==> config.mk <==
export PLATFORM = sky130hd
export DESIGN_NAME = tfr_regs
export DESIGN_NICKNAME = d
export VERILOG_FILES = /design/src/tfr_pkg.sv /design/src/tfr_regs.sv
export VERILOG_INCLUDE_DIRS = /design/src /design/src/src
export SDC_FILE = /design/constraint.sdc
export NUM_CORES = 1
export LEC_CHECK = 0
export BUFFER_PORTS_ARGS = -buffer_cell sky130_fd_sc_hd__clkbuf_2
export CAP_MARGIN = 15
export CORE_ASPECT_RATIO = 0.8
export CORE_UTILIZATION = 45
export DETAILED_ROUTE_END_ITERATION = 6
export PLACE_DENSITY = 0.7
export SYNTH_ARGS = -nofsm -noshare
export SYNTH_HDL_FRONTEND = slang
export SYNTH_SLANG_ARGS = --single-unit
==> constraint.sdc <==
create_clock -name sys_clk -period 1.9 [get_ports sys_clk]
set_clock_uncertainty 0.15 [all_clocks]
set_input_delay 0.19 -clock sys_clk [delete_from_list [all_inputs] [get_ports sys_clk]]
set_output_delay 0.19 -clock sys_clk [all_outputs]
set_load 0.02 [all_outputs]
==> src/tfr_consts.svh <==
// constants for the task-file register block
`ifndef TFR_CONSTS_SVH
`define TFR_CONSTS_SVH
// register addresses: {cs0_n, cs1_n, da[2:0]} with chip selects active low
`define TFR_A_ERR_FEAT    5'h11
`define TFR_A_SEC_COUNT   5'h12
`define TFR_A_SEC_NUMBER  5'h13
`define TFR_A_UNIT_HEAD   5'h16
`define TFR_A_STAT_CMD    5'h17
`define TFR_A_ALT_DEVCTL  5'h0E
// unit/head fields
`define TFR_UH_LBA_BIT    6
`define TFR_UH_UNIT_BIT   4
`define TFR_UH_FIXED      8'hA0
// device control fields
`define TFR_DC_SOFT_RESET_BIT_BIT   2
`define TFR_DC_IRQDIS_BIT 1
// status fields
`define TFR_ST_BSY        7
`define TFR_ST_RDY        6
`define TFR_ST_DF         5
`define TFR_ST_DSC        4
`define TFR_ST_DRQ        3
`define TFR_ST_IDX        1
`define TFR_ST_ERR        0
// reset values
`define TFR_RST_SEC_COUNT 8'h01
`define TFR_RST_SEC_NUM   8'h01
`define TFR_RST_UNIT_HEAD 8'hA0
`define TFR_RST_STATUS    8'h50
`define TFR_DIAG_OK       8'h01
`define TFR_DIAG_MASK     8'h7F
`define TFR_FEAT_REVERT   8'hCC
`define TFR_FEAT_KEEP     8'h66
// error bit positions
`define TFR_ER_CRC        7
`define TFR_ER_UNC        6
`define TFR_ER_SECTOR_MISSING_FLAG       4
`define TFR_ER_ABORTED_FLAG       2
`define TFR_ER_TK0        1
`define TFR_ER_MARK_MISSING_FLAG       0
`define TFR_ER_MASK       8'hD7
`endif

==> src/tfr_pkg.sv <==
// types for the task-file register block
package tfr_pkg;
  typedef struct packed {
    logic [1:0] sa;
    logic [1:0] sb;
    logic [1:0] sc;
    logic [1:0] sd;
    logic [1:0] se;
    logic [1:0] sf;
    logic [1:0] sg;
    logic [1:0] sh;
    logic [1:0] si;
    logic [1:0] sj;
    logic [1:0] sk;
    logic [1:0] sl;
    logic [1:0] sm;
    logic [1:0] sn;
    logic [1:0] so;
    logic [1:0] sp;
  } tfr_sync_t;
  typedef struct packed {
    logic [7:0] unit_head;
    logic [7:0] error_report;
    logic [7:0] feature_sel;
    logic [7:0] sec_count;
    logic [7:0] sec_number;
    logic       busy;
    logic       ready;
    logic       wfault;
    logic       seek_done;
    logic       dsc_frozen;
    logic       err;
    logic       irq_pend;
    logic       irq_dis;
    logic       soft_reset_bit;
    logic       revert_en;
    logic       rd_d;
    logic       wr_d;
    logic [7:0] dout;
    logic       dout_oe;
    logic       intrq;
    logic       cmd_pulse;
    logic [7:0] cmd_code;
    logic       soft_reset_bit_pulse;
    logic       revert_pulse;
    logic       transfer_request_flag;
  } tfr_state_t;
endpackage : tfr_pkg

==> src/tfr_regs.sv <==
// task-file register group of a disk drive on the parallel host bus
// Summary of operation
// - unit/head: ones in 7,5; LBA, unit, head
// - unit select picks master or slave, match only
// - head bits updated at command completion
// - error bits: crc unc 0 sector_missing_flag 0 aborted_flag tk0 mark_missing_flag
// - error contents valid after every ordinary command
// - diagnostic code after reset or diagnostic
// - set crc, unc, sector missing on events
// - set abort, track zero, mark missing on events
// - sector count: 0 means 256, remainder at end
// - sector number updated to address bits 0-7
// - status bit layout; updated on error, completion
// - status read acknowledges pending interrupt
// - reads while busy return status
// - ready low until device accepts commands
// - write fault cleared by status read
// - seek done frozen after error until read, except low power mode forces it set
// - transfer request flag raised when data ready
// - error flag cleared when next command arrives
// - reset defaults 01h, 01h, A0h, 50h
// - reset waits for write cache flush
// - soft reset keeps parameters unless CCh enabled
// - interrupt only when enabled and selected
// - alternate status read does not acknowledge
`timescale 1ns/10ps
`default_nettype none
`include "tfr_consts.svh"
module tfr_regs (
  input  wire logic       sys_clk,
  input  wire logic       rst_n,
  input  wire logic       hard_reset_n,
  input  wire logic       cs0_n,
  input  wire logic       cs1_n,
  input  wire logic [2:0] da,
  input  wire logic       dior_n,
  input  wire logic       diow_n,
  input  wire logic [7:0] dd_in,
  output var  logic [7:0] dd_out,
  output var  logic       dd_oe,
  output var  logic       intrq,
  input  wire logic       unit_position,
  input  wire logic       core_ready,
  input  wire logic       cache_flushed,
  input  wire logic       core_busy,
  input  wire logic       core_drq,
  input  wire logic       cmd_done,
  input  wire logic       cmd_error,
  input  wire logic [7:0] done_err_bits,
  input  wire logic [7:0] done_sec_count,
  input  wire logic [7:0] done_sec_number,
  input  wire logic [3:0] done_head,
  input  wire logic       diag_done,
  input  wire logic [7:0] diag_code,
  input  wire logic       write_fault_evt,
  input  wire logic       seek_start,
  input  wire logic       head_settled,
  input  wire logic       low_power_mode,
  input  wire logic       revolution_pulse,
  output var  logic       cmd_strobe,
  output var  logic [7:0] cmd_code,
  output var  logic [7:0] feature_select,
  output var  logic       soft_reset_evt,
  output var  logic       revert_defaults
);
  tfr_pkg::tfr_state_t st_ff;
  tfr_pkg::tfr_state_t nxt_st;
  tfr_pkg::tfr_sync_t  sy_ff;

  logic [4:0] addr;
  logic       rd_s;
  logic       wr_s;
  logic       rd_edge;
  logic       wr_edge;
  logic       hrst_s;
  logic       sel_me;
  logic [7:0] status_v;
  logic [7:0] rd_data;

  function automatic logic [7:0] tfr_status(input tfr_pkg::tfr_state_t s,
                                            input logic idx);
    logic [7:0] v;
    v = 8'h00;
    v[`TFR_ST_BSY] = s.busy;
    v[`TFR_ST_RDY] = s.ready;
    v[`TFR_ST_DF]  = s.wfault;
    v[`TFR_ST_DSC] = s.seek_done;
    v[`TFR_ST_DRQ] = s.transfer_request_flag;
    v[`TFR_ST_IDX] = idx;
    v[`TFR_ST_ERR] = s.err;
    return v;
  endfunction : tfr_status

  // two-stage synchronisers for every pin-side input except the data bus dd_in
  always_ff @(posedge sys_clk or negedge rst_n) begin
    if (!rst_n) begin
      sy_ff <= '0;
      sy_ff.sa <= 2'h3;
      sy_ff.sb <= 2'h3;
      sy_ff.sc <= 2'h3;
      sy_ff.sd <= 2'h3;
      sy_ff.si <= 2'h3;
    end else begin
      sy_ff.sa <= {sy_ff.sa[0], cs0_n};
      sy_ff.sb <= {sy_ff.sb[0], cs1_n};
      sy_ff.sc <= {sy_ff.sc[0], dior_n};
      sy_ff.sd <= {sy_ff.sd[0], diow_n};
      sy_ff.se <= {sy_ff.se[0], da[0]};
      sy_ff.sf <= {sy_ff.sf[0], da[1]};
      sy_ff.sg <= {sy_ff.sg[0], da[2]};
      sy_ff.sh <= {sy_ff.sh[0], revolution_pulse};
      sy_ff.si <= {sy_ff.si[0], hard_reset_n};
      sy_ff.sj <= '0;
      sy_ff.sk <= '0;
      sy_ff.sl <= '0;
      sy_ff.sm <= '0;
      sy_ff.sn <= '0;
      sy_ff.so <= '0;
      sy_ff.sp <= '0;
    end
  end

  // data is sampled on strobe edges; the host holds it stable across them
  assign addr    = {sy_ff.sa[1], sy_ff.sb[1], sy_ff.sg[1], sy_ff.sf[1],
                    sy_ff.se[1]};
  assign rd_s    = ~sy_ff.sc[1];
  assign wr_s    = ~sy_ff.sd[1];
  assign hrst_s  = ~sy_ff.si[1];
  assign rd_edge = rd_s & ~st_ff.rd_d;
  assign wr_edge = ~wr_s & st_ff.wr_d;
  assign sel_me  = (st_ff.unit_head[`TFR_UH_UNIT_BIT] == unit_position);
  assign status_v = tfr_status(st_ff, sy_ff.sh[1]);

  always_comb begin
    rd_data = 8'h00;
    if (st_ff.busy) begin
      rd_data = status_v;
    end else if (addr == `TFR_A_ERR_FEAT) begin
      rd_data = st_ff.error_report & `TFR_ER_MASK;
    end else if (addr == `TFR_A_SEC_COUNT) begin
      rd_data = st_ff.sec_count;
    end else if (addr == `TFR_A_SEC_NUMBER) begin
      rd_data = st_ff.sec_number;
    end else if (addr == `TFR_A_UNIT_HEAD) begin
      rd_data = st_ff.unit_head;
    end else if (addr == `TFR_A_STAT_CMD) begin
      rd_data = status_v;
    end else if (addr == `TFR_A_ALT_DEVCTL) begin
      rd_data = status_v;
    end
  end

  always_comb begin
    nxt_st = st_ff;
    nxt_st.rd_d = rd_s;
    nxt_st.wr_d = wr_s;
    nxt_st.cmd_pulse = 1'b0;
    nxt_st.soft_reset_bit_pulse = 1'b0;
    nxt_st.revert_pulse = 1'b0;
    nxt_st.transfer_request_flag = core_drq;
    nxt_st.ready = core_ready;
    nxt_st.dout_oe = rd_s && sel_me;
    if (rd_edge) begin
      nxt_st.dout = rd_data;
    end

    // low power mode forces seek done set; otherwise it tracks the head unless an error has frozen it
    if (low_power_mode) begin
      nxt_st.seek_done = 1'b1;
    end else if (!st_ff.dsc_frozen) begin
      if (seek_start) begin
        nxt_st.seek_done = 1'b0;
      end else if (head_settled) begin
        nxt_st.seek_done = 1'b1;
      end
    end

    if (rd_edge && sel_me && !st_ff.busy && addr == `TFR_A_STAT_CMD) begin
      nxt_st.irq_pend = 1'b0;
      nxt_st.wfault = 1'b0;
      nxt_st.dsc_frozen = 1'b0;
    end
    // alternate status reads change nothing

    if (write_fault_evt) begin
      nxt_st.wfault = 1'b1;
    end

    // device control stays writable while busy, or soft reset never ends
    if (wr_edge && (!st_ff.busy || addr == `TFR_A_ALT_DEVCTL)) begin
      if (addr == `TFR_A_UNIT_HEAD) begin
        nxt_st.unit_head = dd_in | `TFR_UH_FIXED;
      end else if (sel_me && addr == `TFR_A_ERR_FEAT) begin
        nxt_st.feature_sel = dd_in;
        nxt_st.revert_en = (dd_in == `TFR_FEAT_REVERT) ? 1'b1 :
          (dd_in == `TFR_FEAT_KEEP) ? 1'b0 : st_ff.revert_en;
      end else if (sel_me && addr == `TFR_A_SEC_COUNT) begin
        nxt_st.sec_count = dd_in;
      end else if (sel_me && addr == `TFR_A_SEC_NUMBER) begin
        nxt_st.sec_number = dd_in;
      end else if (sel_me && addr == `TFR_A_STAT_CMD && !st_ff.transfer_request_flag) begin
        nxt_st.cmd_pulse = 1'b1;
        nxt_st.cmd_code = dd_in;
        nxt_st.err = 1'b0;
        nxt_st.busy = 1'b1;
      end else if (addr == `TFR_A_ALT_DEVCTL) begin
        nxt_st.irq_dis = dd_in[`TFR_DC_IRQDIS_BIT];
        if (st_ff.soft_reset_bit && !dd_in[`TFR_DC_SOFT_RESET_BIT_BIT]) begin
          nxt_st.soft_reset_bit_pulse = 1'b1;
          nxt_st.revert_pulse = st_ff.revert_en;
        end
        nxt_st.soft_reset_bit = dd_in[`TFR_DC_SOFT_RESET_BIT_BIT];
        if (dd_in[`TFR_DC_SOFT_RESET_BIT_BIT]) begin
          nxt_st.busy = 1'b1;
        end
      end
    end

    if (st_ff.soft_reset_bit) begin
      nxt_st.busy = 1'b1;
    end else if (st_ff.soft_reset_bit_pulse) begin
      // interface-only reset; programmed features survive unless CCh enabled revert_defaults
      nxt_st.sec_count = `TFR_RST_SEC_COUNT;
      nxt_st.sec_number = `TFR_RST_SEC_NUM;
      nxt_st.unit_head = `TFR_RST_UNIT_HEAD;
      nxt_st.error_report = `TFR_DIAG_OK;
      nxt_st.err = 1'b0;
      nxt_st.wfault = 1'b0;
      nxt_st.irq_pend = 1'b0;
      nxt_st.busy = 1'b1;
    end else if (st_ff.busy && !st_ff.cmd_pulse && !core_busy &&
                 core_ready && cache_flushed) begin
      nxt_st.busy = 1'b0;
    end

    if (diag_done) begin
      nxt_st.error_report = diag_code;
      nxt_st.err = 1'b0;
      nxt_st.irq_pend = 1'b1;
    end else if (cmd_done) begin
      nxt_st.error_report = done_err_bits & `TFR_ER_MASK;
      nxt_st.err = cmd_error;
      nxt_st.sec_count = done_sec_count;
      nxt_st.sec_number = done_sec_number;
      nxt_st.unit_head = {st_ff.unit_head[7:4], done_head};
      nxt_st.dsc_frozen = cmd_error;
      nxt_st.irq_pend = 1'b1;
    end

    // event sets win over the acknowledge clear
    nxt_st.intrq = nxt_st.irq_pend && !nxt_st.irq_dis && sel_me;
  end

  always_ff @(posedge sys_clk or negedge rst_n) begin
    if (!rst_n) begin
      st_ff <= '0;
      st_ff.unit_head <= `TFR_RST_UNIT_HEAD;
      st_ff.error_report <= `TFR_DIAG_OK;
      st_ff.sec_count <= `TFR_RST_SEC_COUNT;
      st_ff.sec_number <= `TFR_RST_SEC_NUM;
      st_ff.busy <= 1'b1;
      st_ff.seek_done <= 1'b1;
      st_ff.rd_d <= 1'b0;
    end else if (hrst_s) begin
      // bus reset line: same defaults as power-on, held while asserted
      st_ff <= '0;
      st_ff.unit_head <= `TFR_RST_UNIT_HEAD;
      st_ff.error_report <= `TFR_DIAG_OK;
      st_ff.sec_count <= `TFR_RST_SEC_COUNT;
      st_ff.sec_number <= `TFR_RST_SEC_NUM;
      st_ff.busy <= 1'b1;
      st_ff.seek_done <= 1'b1;
    end else begin
      st_ff <= nxt_st;
    end
  end

  assign dd_out          = st_ff.dout;
  assign dd_oe           = st_ff.dout_oe;
  assign intrq           = st_ff.intrq;
  assign cmd_strobe      = st_ff.cmd_pulse;
  assign cmd_code        = st_ff.cmd_code;
  assign feature_select  = st_ff.feature_sel;
  assign soft_reset_evt  = st_ff.soft_reset_bit_pulse;
  assign revert_defaults = st_ff.revert_pulse;
endmodule : tfr_regs
`default_nettype wire

==> results of run 1 <==
-- registers in the layout, summed over array words and instances (netlist names), 5 cells and up --
| signal | cells |
|---|---|
| cmd_code | 8 |
| dd_out | 8 |
| addr | 5 |
| st_ff | 43 |
| sy_ff | 12 |
| feature_select | 8 |
-- cells in the mapped netlist, drive strengths merged, types with 2 or more instances --
cell type	count	area, sq um
inv	9	33.8
a2bb2oi	4	35.0
a21oi	29	145
nor2	18	67.6
o2bb2ai	2	17.5
and4bb	2	25.0
o21ai	49	257
o211ai	11	82.6
mux2i	20	200
dfrtp	73	1830
dfstp	17	447
clkbuf	11	42.5
a211oi	2	20.0
and3	9	56.3
nor4bb	2	20.0
nor3b	2	15.0
and2	5	31.3
nor4	2	27.5
nand4b	3	26.3
a22o	2	17.5
or2b	2	15.0
a32o	8	80.1
o32ai	2	17.5
nand4	18	119
a21boi	2	15.0
nand2b	3	18.8
nor2b	5	31.3
nor3	8	50.1
nand3	18	90.1
buf	41	295
nand2	52	195
a221o	5	50.1
-- critical path: stages, from the launching register on --
cell and delay, ns:
dfstp_2 0.56, buf_4 0.14, and4bb_2 0.31, nand4_4 0.24, mux2i_1 0.19, o21ai_0 0.19
-- per-layer routing --
| metal | part of all wire, % | GRT usage [%] |
|---|---|---|
| met1 | 44 | 35.5 |
| met2 | 49 | 42.1 |
| met3 | 5.7 | 4.82 |
| met4 | 1.4 | 7.58 |
| met5 | 0 | 0 |
-- power by group through the flow --
stage	logic [mW]	clock network, mW	registers [mW]
CTS	0.522	1.69	2.06
finish	0.533	1.66	2.06
floorplan	0.227	0	2.07
global placement	0.440	0	2.09
detailed placement	0.450	0	2.09
global route	0.580	1.75	2.07
-- kinds of logic (layout without fill, tap and decap cells) --
family,after synthesis,in the layout
DFF,90,90
buffers and inverters,61,204
AOI/OAI and AO/OA,122,122
xor gates and xnor gates,2,2
muxes,20,20
and+or+nand+nor,159,159
-- what timing repair did --
action                     4_1_cts  5_1_grt
hold buffers                    41        0
gates resized for setup          9       24
hold endpoints to repair       131        0
setup endpoints to repair       37       31
pin swaps                        0       11
setup buffers                    0        2
-- cell type report --
cell class	instances	area [sq um]	area share [%]
Sequential cell	90	2270	38.1
Multi-Input combinational cell	303	1960	32.7
Timing Repair Buffer	179	1270	21.2
Clock buffer	11	233	3.89
Tap cell	136	170	2.85
Clock inverter	5	40.0	0.670
Inverter	9	33.8	0.565
-- placed cells by master (no fill, tap or decap), types with 4 or more instances in the layout --
cell / synthesis / final
a221o_1: 5 / 5
nor2_1: 18 / 17
nand4_1: 17 / 17
o21ai_0: 47 / 39
dfrtp_1: 73 / 72
nand2_1: 52 / 50
o21ai_1: 1 / 8
clkbuf_16: 0 / 9
buf_6: 4 / 4
a21oi_1: 29 / 29
and3_1: 9 / 9
dfstp_2: 17 / 17
mux2i_1: 20 / 20
buf_4: 26 / 41
o211ai_1: 11 / 11
nor3_1: 6 / 4
inv_1: 9 / 9
clkbuf_2: 1 / 90
nand3_1: 18 / 18
a2bb2oi_1: 4 / 4
nor2b_1: 5 / 5
a32o_1: 8 / 8
dlygate4sd3_1: 0 / 41
-- path summary, 6_finish.rpt --
| check | start | to | slack [ns] | depth (start not counted) |
|---|---|---|---|---|
| min reg2reg | sy_ff[22] | addr[0] | 0.20 | 0 |
| min in group asynchronous | rst_n | sy_ff[16] | 0.22 | 3 |
| min | done_err_bits[0] | st_ff[58] | 0.009 | 3 |
| max in group asynchronous | rst_n | sy_ff[24] | 1.09 | 3 |
| max reg2reg | addr[4] | st_ff[39] | 0.03 | 5 |
| max | addr[4] | st_ff[39] | 0.03 | 5 |
==> results.json, run 1 <==
{
  "outcome": "completed",
  "overflow": 0,
  "crit_fanout": 8,
  "setup_slack_ns": 0.0334,
  "seq_power_share_pct": 48.4,
  "path_class": "register to register",
  "core_area_sq_um": 9690,
  "worst_skew_pair.late_latency_ns": 0.35,
  "post-route-util_pct": 61.7,
  "place_inst": 674,
  "crit_arrival_ns": 1.98,
  "ios": 96,
  "yosysWarningCount": 0,
  "ir_worst_vdd_mv": 0.583,
  "synth-seq-area-share_pct": 50.3,
  "netlist_area_sq_um": 4520,
  "endpoint_kind": "register",
  "ys_types": 59,
  "power.internal_mw": 3.14,
  "clk_pin_slew_ns": 0.07,
  "cellPowerDensity_nw_per_um2": 712,
  "ys.flop_type": "dfrtp_1",
  "cts_max_level": 3,
  "synth_cells": 454,
  "power_mw": 4.25,
  "finalInstanceArea_sq_um": 5980,
  "cts_sinks": 90,
  "die_x_um": 114,
  "dp_slack_ns": -0.0793,
  "fin_cells": 733,
  "synth-edff-count": 0,
  "synth.avg_cell_area_sq_um": 9.96,
  "drt_first_pass_iters": 5,
  "synth_top_family_by_area": "simple AND/OR/NAND/NOR gates",
  "layout-drive-gt1-share_pct": 32.3,
  "n_fill_cell": 809,
  "grt_antenna_before_repair": 0,
  "synthMuxAreaShare_pct": 4.43,
  "cts_buffer_depth": 2,
  "period_needed_ns": 1.87,
  "hp-class": "primary input to register",
  "vias": 4136,
  "drc": 0,
  "synth_simple_gate_area_share_pct": 19.2,
  "pwr-share-comb_pct": 12.5,
  "synthAdderAreaFrac_pct": 0,
  "place_area_sq_um": 5180,
  "dp_hpwl_mm": 9.20,
  "p_switching_mw": 1.11,
  "fin_crit_sh_pct": 98.2,
  "die_area_sq_um": 10500,
  "wl_mm": 13.0,
  "grt_pass1_wl_mm": 20.6,
  "via_per_inst": 5.64,
  "switching_share_pct": 26.1,
  "antenna_cells": 0,
  "whs_ns": 0.00945,
  "numCtsBuffers": 9,
  "final_max_slew_viol_count": 0,
  "grt_max_degree": 49,
  "tightest_slew_ns": 0.452,
  "die_h_um": 91.6,
  "ant_nets": 0,
  "rows": 32,
  "root_buffer": "clkbuf_16",
  "grt_pass1_vias": 3989,
  "max-slew-margin-rel_pct": 69.5,
  "synth_xor_xnor_area_share_pct": 0.387,
  "max_cap_violations": 0,
  "numPortBuffers": 91,
  "wl_per_cell_um": 17.7,
  "async_reset_ff_share_pct": 100,
  "hold_viol_final": 0,
  "start_kind": "register",
  "ys_seq_elements": 90,
  "cts_tree": "yes",
  "rsz0062_at_grt": "true",
  "syn_nets": 521,
  "gp_congestion": 0.947,
  "area_growth_pct": 32.2,
  "worstPathRequired_ns": 2.01,
  "max_clock_freq_mhz": 536,
  "finalSetupViolations": 0,
  "synth_compound_area_share_pct": 17.5,
  "initial_core_util_pct": 46.7,
  "drtIter0Drc": 322,
  "clock_power_share_pct": 39.0,
  "p_leak_nw": 2.74,
  "grt.total_usage_pct": 26.0,
  "fin_nets": 659,
  "setup_tns_ns": 0
}
Note: power is estimated with default switching activity, not from simulation.
==> run 2, diff against run 1 <==
Settings changed: GPL_TIMING_DRIVEN set to 0.
==> run 2 against run 1 <==
The flow now finishes with violations (setup timing). Critical path depth did not move. Via count rose by 3.5%. Sequential cell count stayed put. Critical endpoint is now cmd_code[0]. Largest power group unchanged. Highest routed layer unchanged.
==> results.json, run 2 (synthesis results as in run 1) <==
{
  "outcome": "finished, violations left",
  "violations": "setup timing",
  "max_cap_violations": 0,
  "antenna_cells": 0,
  "r2r-start": "addr[4]",
  "cts_tree": "yes",
  "dp_hpwl_mm": 9.59,
  "worst_skew_pair.late_latency_ns": 0.35,
  "drt_first_pass_iters": 5,
  "power_mw": 4.31,
  "gr-max-usage-layer": "met2",
  "n_fill_cell": 813,
  "cts_buffer_depth": 2,
  "cellPowerDensity_nw_per_um2": 689,
  "final_max_slew_viol_count": 0,
  "place_area_sq_um": 5170,
  "wl_per_cell_um": 18.1,
  "drtIter0Drc": 339,
  "crit_arrival_ns": 2.03,
  "crit_fanout": 8,
  "setup_slack_ns": -0.0753,
  "hold_viol_final": 0,
  "wl_mm": 13.7,
  "crit_slowest_cell": "dfstp_2",
  "die_area_sq_um": 10500,
  "cts_max_level": 3,
  "grt_pass1_vias": 4048,
  "grt_antenna_before_repair": 0,
  "dp_slack_ns": -0.411,
  "numPortBuffers": 89,
  "start_kind": "register",
  "tightest_slew_ns": 0.699,
  "largest_register": "st_ff",
  "numCtsBuffers": 9,
  "ir_worst_vdd_mv": 0.544,
  "vias": 4281,
  "gr-usage-met3_pct": 6.68,
  "gp_congestion": 0.919,
  "setup_tns_ns": -1.35,
  "ios": 96,
  "clk_pin_slew_ns": 0.07,
  "endpoint_kind": "register",
  "fin_cells": 757,
  "reg2reg_slack_ns": -0.08,
  "whs_path_depth": 3,
  "die_h_um": 91.6,
  "path_class": "register to register",
  "worstPathRequired_ns": 1.96,
  "fin_crit_sh_pct": 104,
  "ant_nets": 0,
  "grt.total_usage_pct": 27.5,
  "finalInstanceArea_sq_um": 6250,
  "slowest_delay_ns": 0.60,
  "die_x_um": 114,
  "drc": 0,
  "r2r_cells": 5,
  "final-seq-area_sq_um": 2270,
  "hp-class": "primary input to register",
  "initial_core_util_pct": 46.7,
  "largest_reg_flops": 43,
  "layout-drive-gt1-share_pct": 36.7,
  "place_inst": 680,
  "grt_max_degree": 48,
  "grt_pass1_wl_mm": 21.5,
  "p_leak_nw": 2.89,
  "whs_ns": 0.0142,
  "rsz0062_at_grt": "true",
  "via_per_inst": 5.66,
  "path_cells": "nand4b_1 > or4_1 > clkbuf_8 > o21ai_2 > a21oi_1",
  "area_growth_pct": 38.2,
  "r2r_end": "cmd_code[0]",
  "grt_use_met1_pct": 37.1,
  "rows": 32,
  "finalSetupViolations": 31,
  "reg.largest.list": "st_ff (43), sy_ff (12)",
  "worstSetupEndpoint": "cmd_code[0]",
  "grtUsageMet2_pct": 43.2,
  "post-route-util_pct": 64.5,
  "core_area_sq_um": 9690,
  "startpoint": "addr[4]",
  "multiInputGateArea_sq_um": 2040,
  "max_clock_freq_mhz": 506,
  "overflow": 0,
  "final_common_cell": "clkbuf_2",
  "max-slew-margin-rel_pct": 53.0,
  "period_needed_ns": 1.98,
  "final_cell_mix": "clkbuf_2 (92), dfrtp_1 (72), nand2_1 (50)",
  "root_buffer": "clkbuf_16",
  "fin_nets": 683,
  "cts_sinks": 90
}
[run 2: repair_timing]
action                     in CTS  in global routing
pin swaps                      25                 14
setup endpoints to repair      57                 47
gates cloned                    1                  0
hold endpoints to repair       80                  0
hold buffers                   41                  0
gates resized for setup        57                 30
buffers inserted               12                  9
[run 2: layer usage]
| metal | wire length (um) | part of all wire (%) |
|---|---|---|
| met5 | 0 | 0 |
| met2 | 6570 | 48 |
| met1 | 5790 | 42 |
| met3 | 1000 | 7.3 |
| met4 | 293 | 2.1 |
[run 2: final cells by class]
cell class | count | area share, %
clock inverters | 5 | 0.601
flip-flops and latches | 90 | 36.4
plain buffers | 50 | 5.93
repair buffers | 153 | 17.2
clock buffers | 11 | 3.88
multi-input cells | 303 | 32.7
well taps | 136 | 2.72
inverters | 9 | 0.541
[run 2: worst min-delay path by stage]
stage	startpoint	to	slack, ns
5_1_grt	dd_in[7]	feature_select[7]	0.03
3_3_place_gp	cs0_n	sy_ff[30]	0.13
2_1_floorplan	rst_n	addr[0]	-0.26
3_5_place_dp	rst_n	dd_out[1]	0.13
4_1_cts	done_err_bits[0]	st_ff[58]	0.02
6_report	done_err_bits[0]	st_ff[58]	0.01
[run 2: worst max-delay path: cells and delay by family (launching register included)]
kind	cells	cell delay, ns
AOI/OAI and AO/OA	2	0.21
and+or+nand+nor	2	0.68
DFF	1	0.60
buffers and inverters	1	0.20
[run 2: report_power, final]
group	internal, mW	switching (mW)	leakage, nW	total (mW)
Clock	0.928	0.769	0.132	1.70
Combinational	0.253	0.301	1.60	0.554
Sequential	2.00	0.0576	1.15	2.06
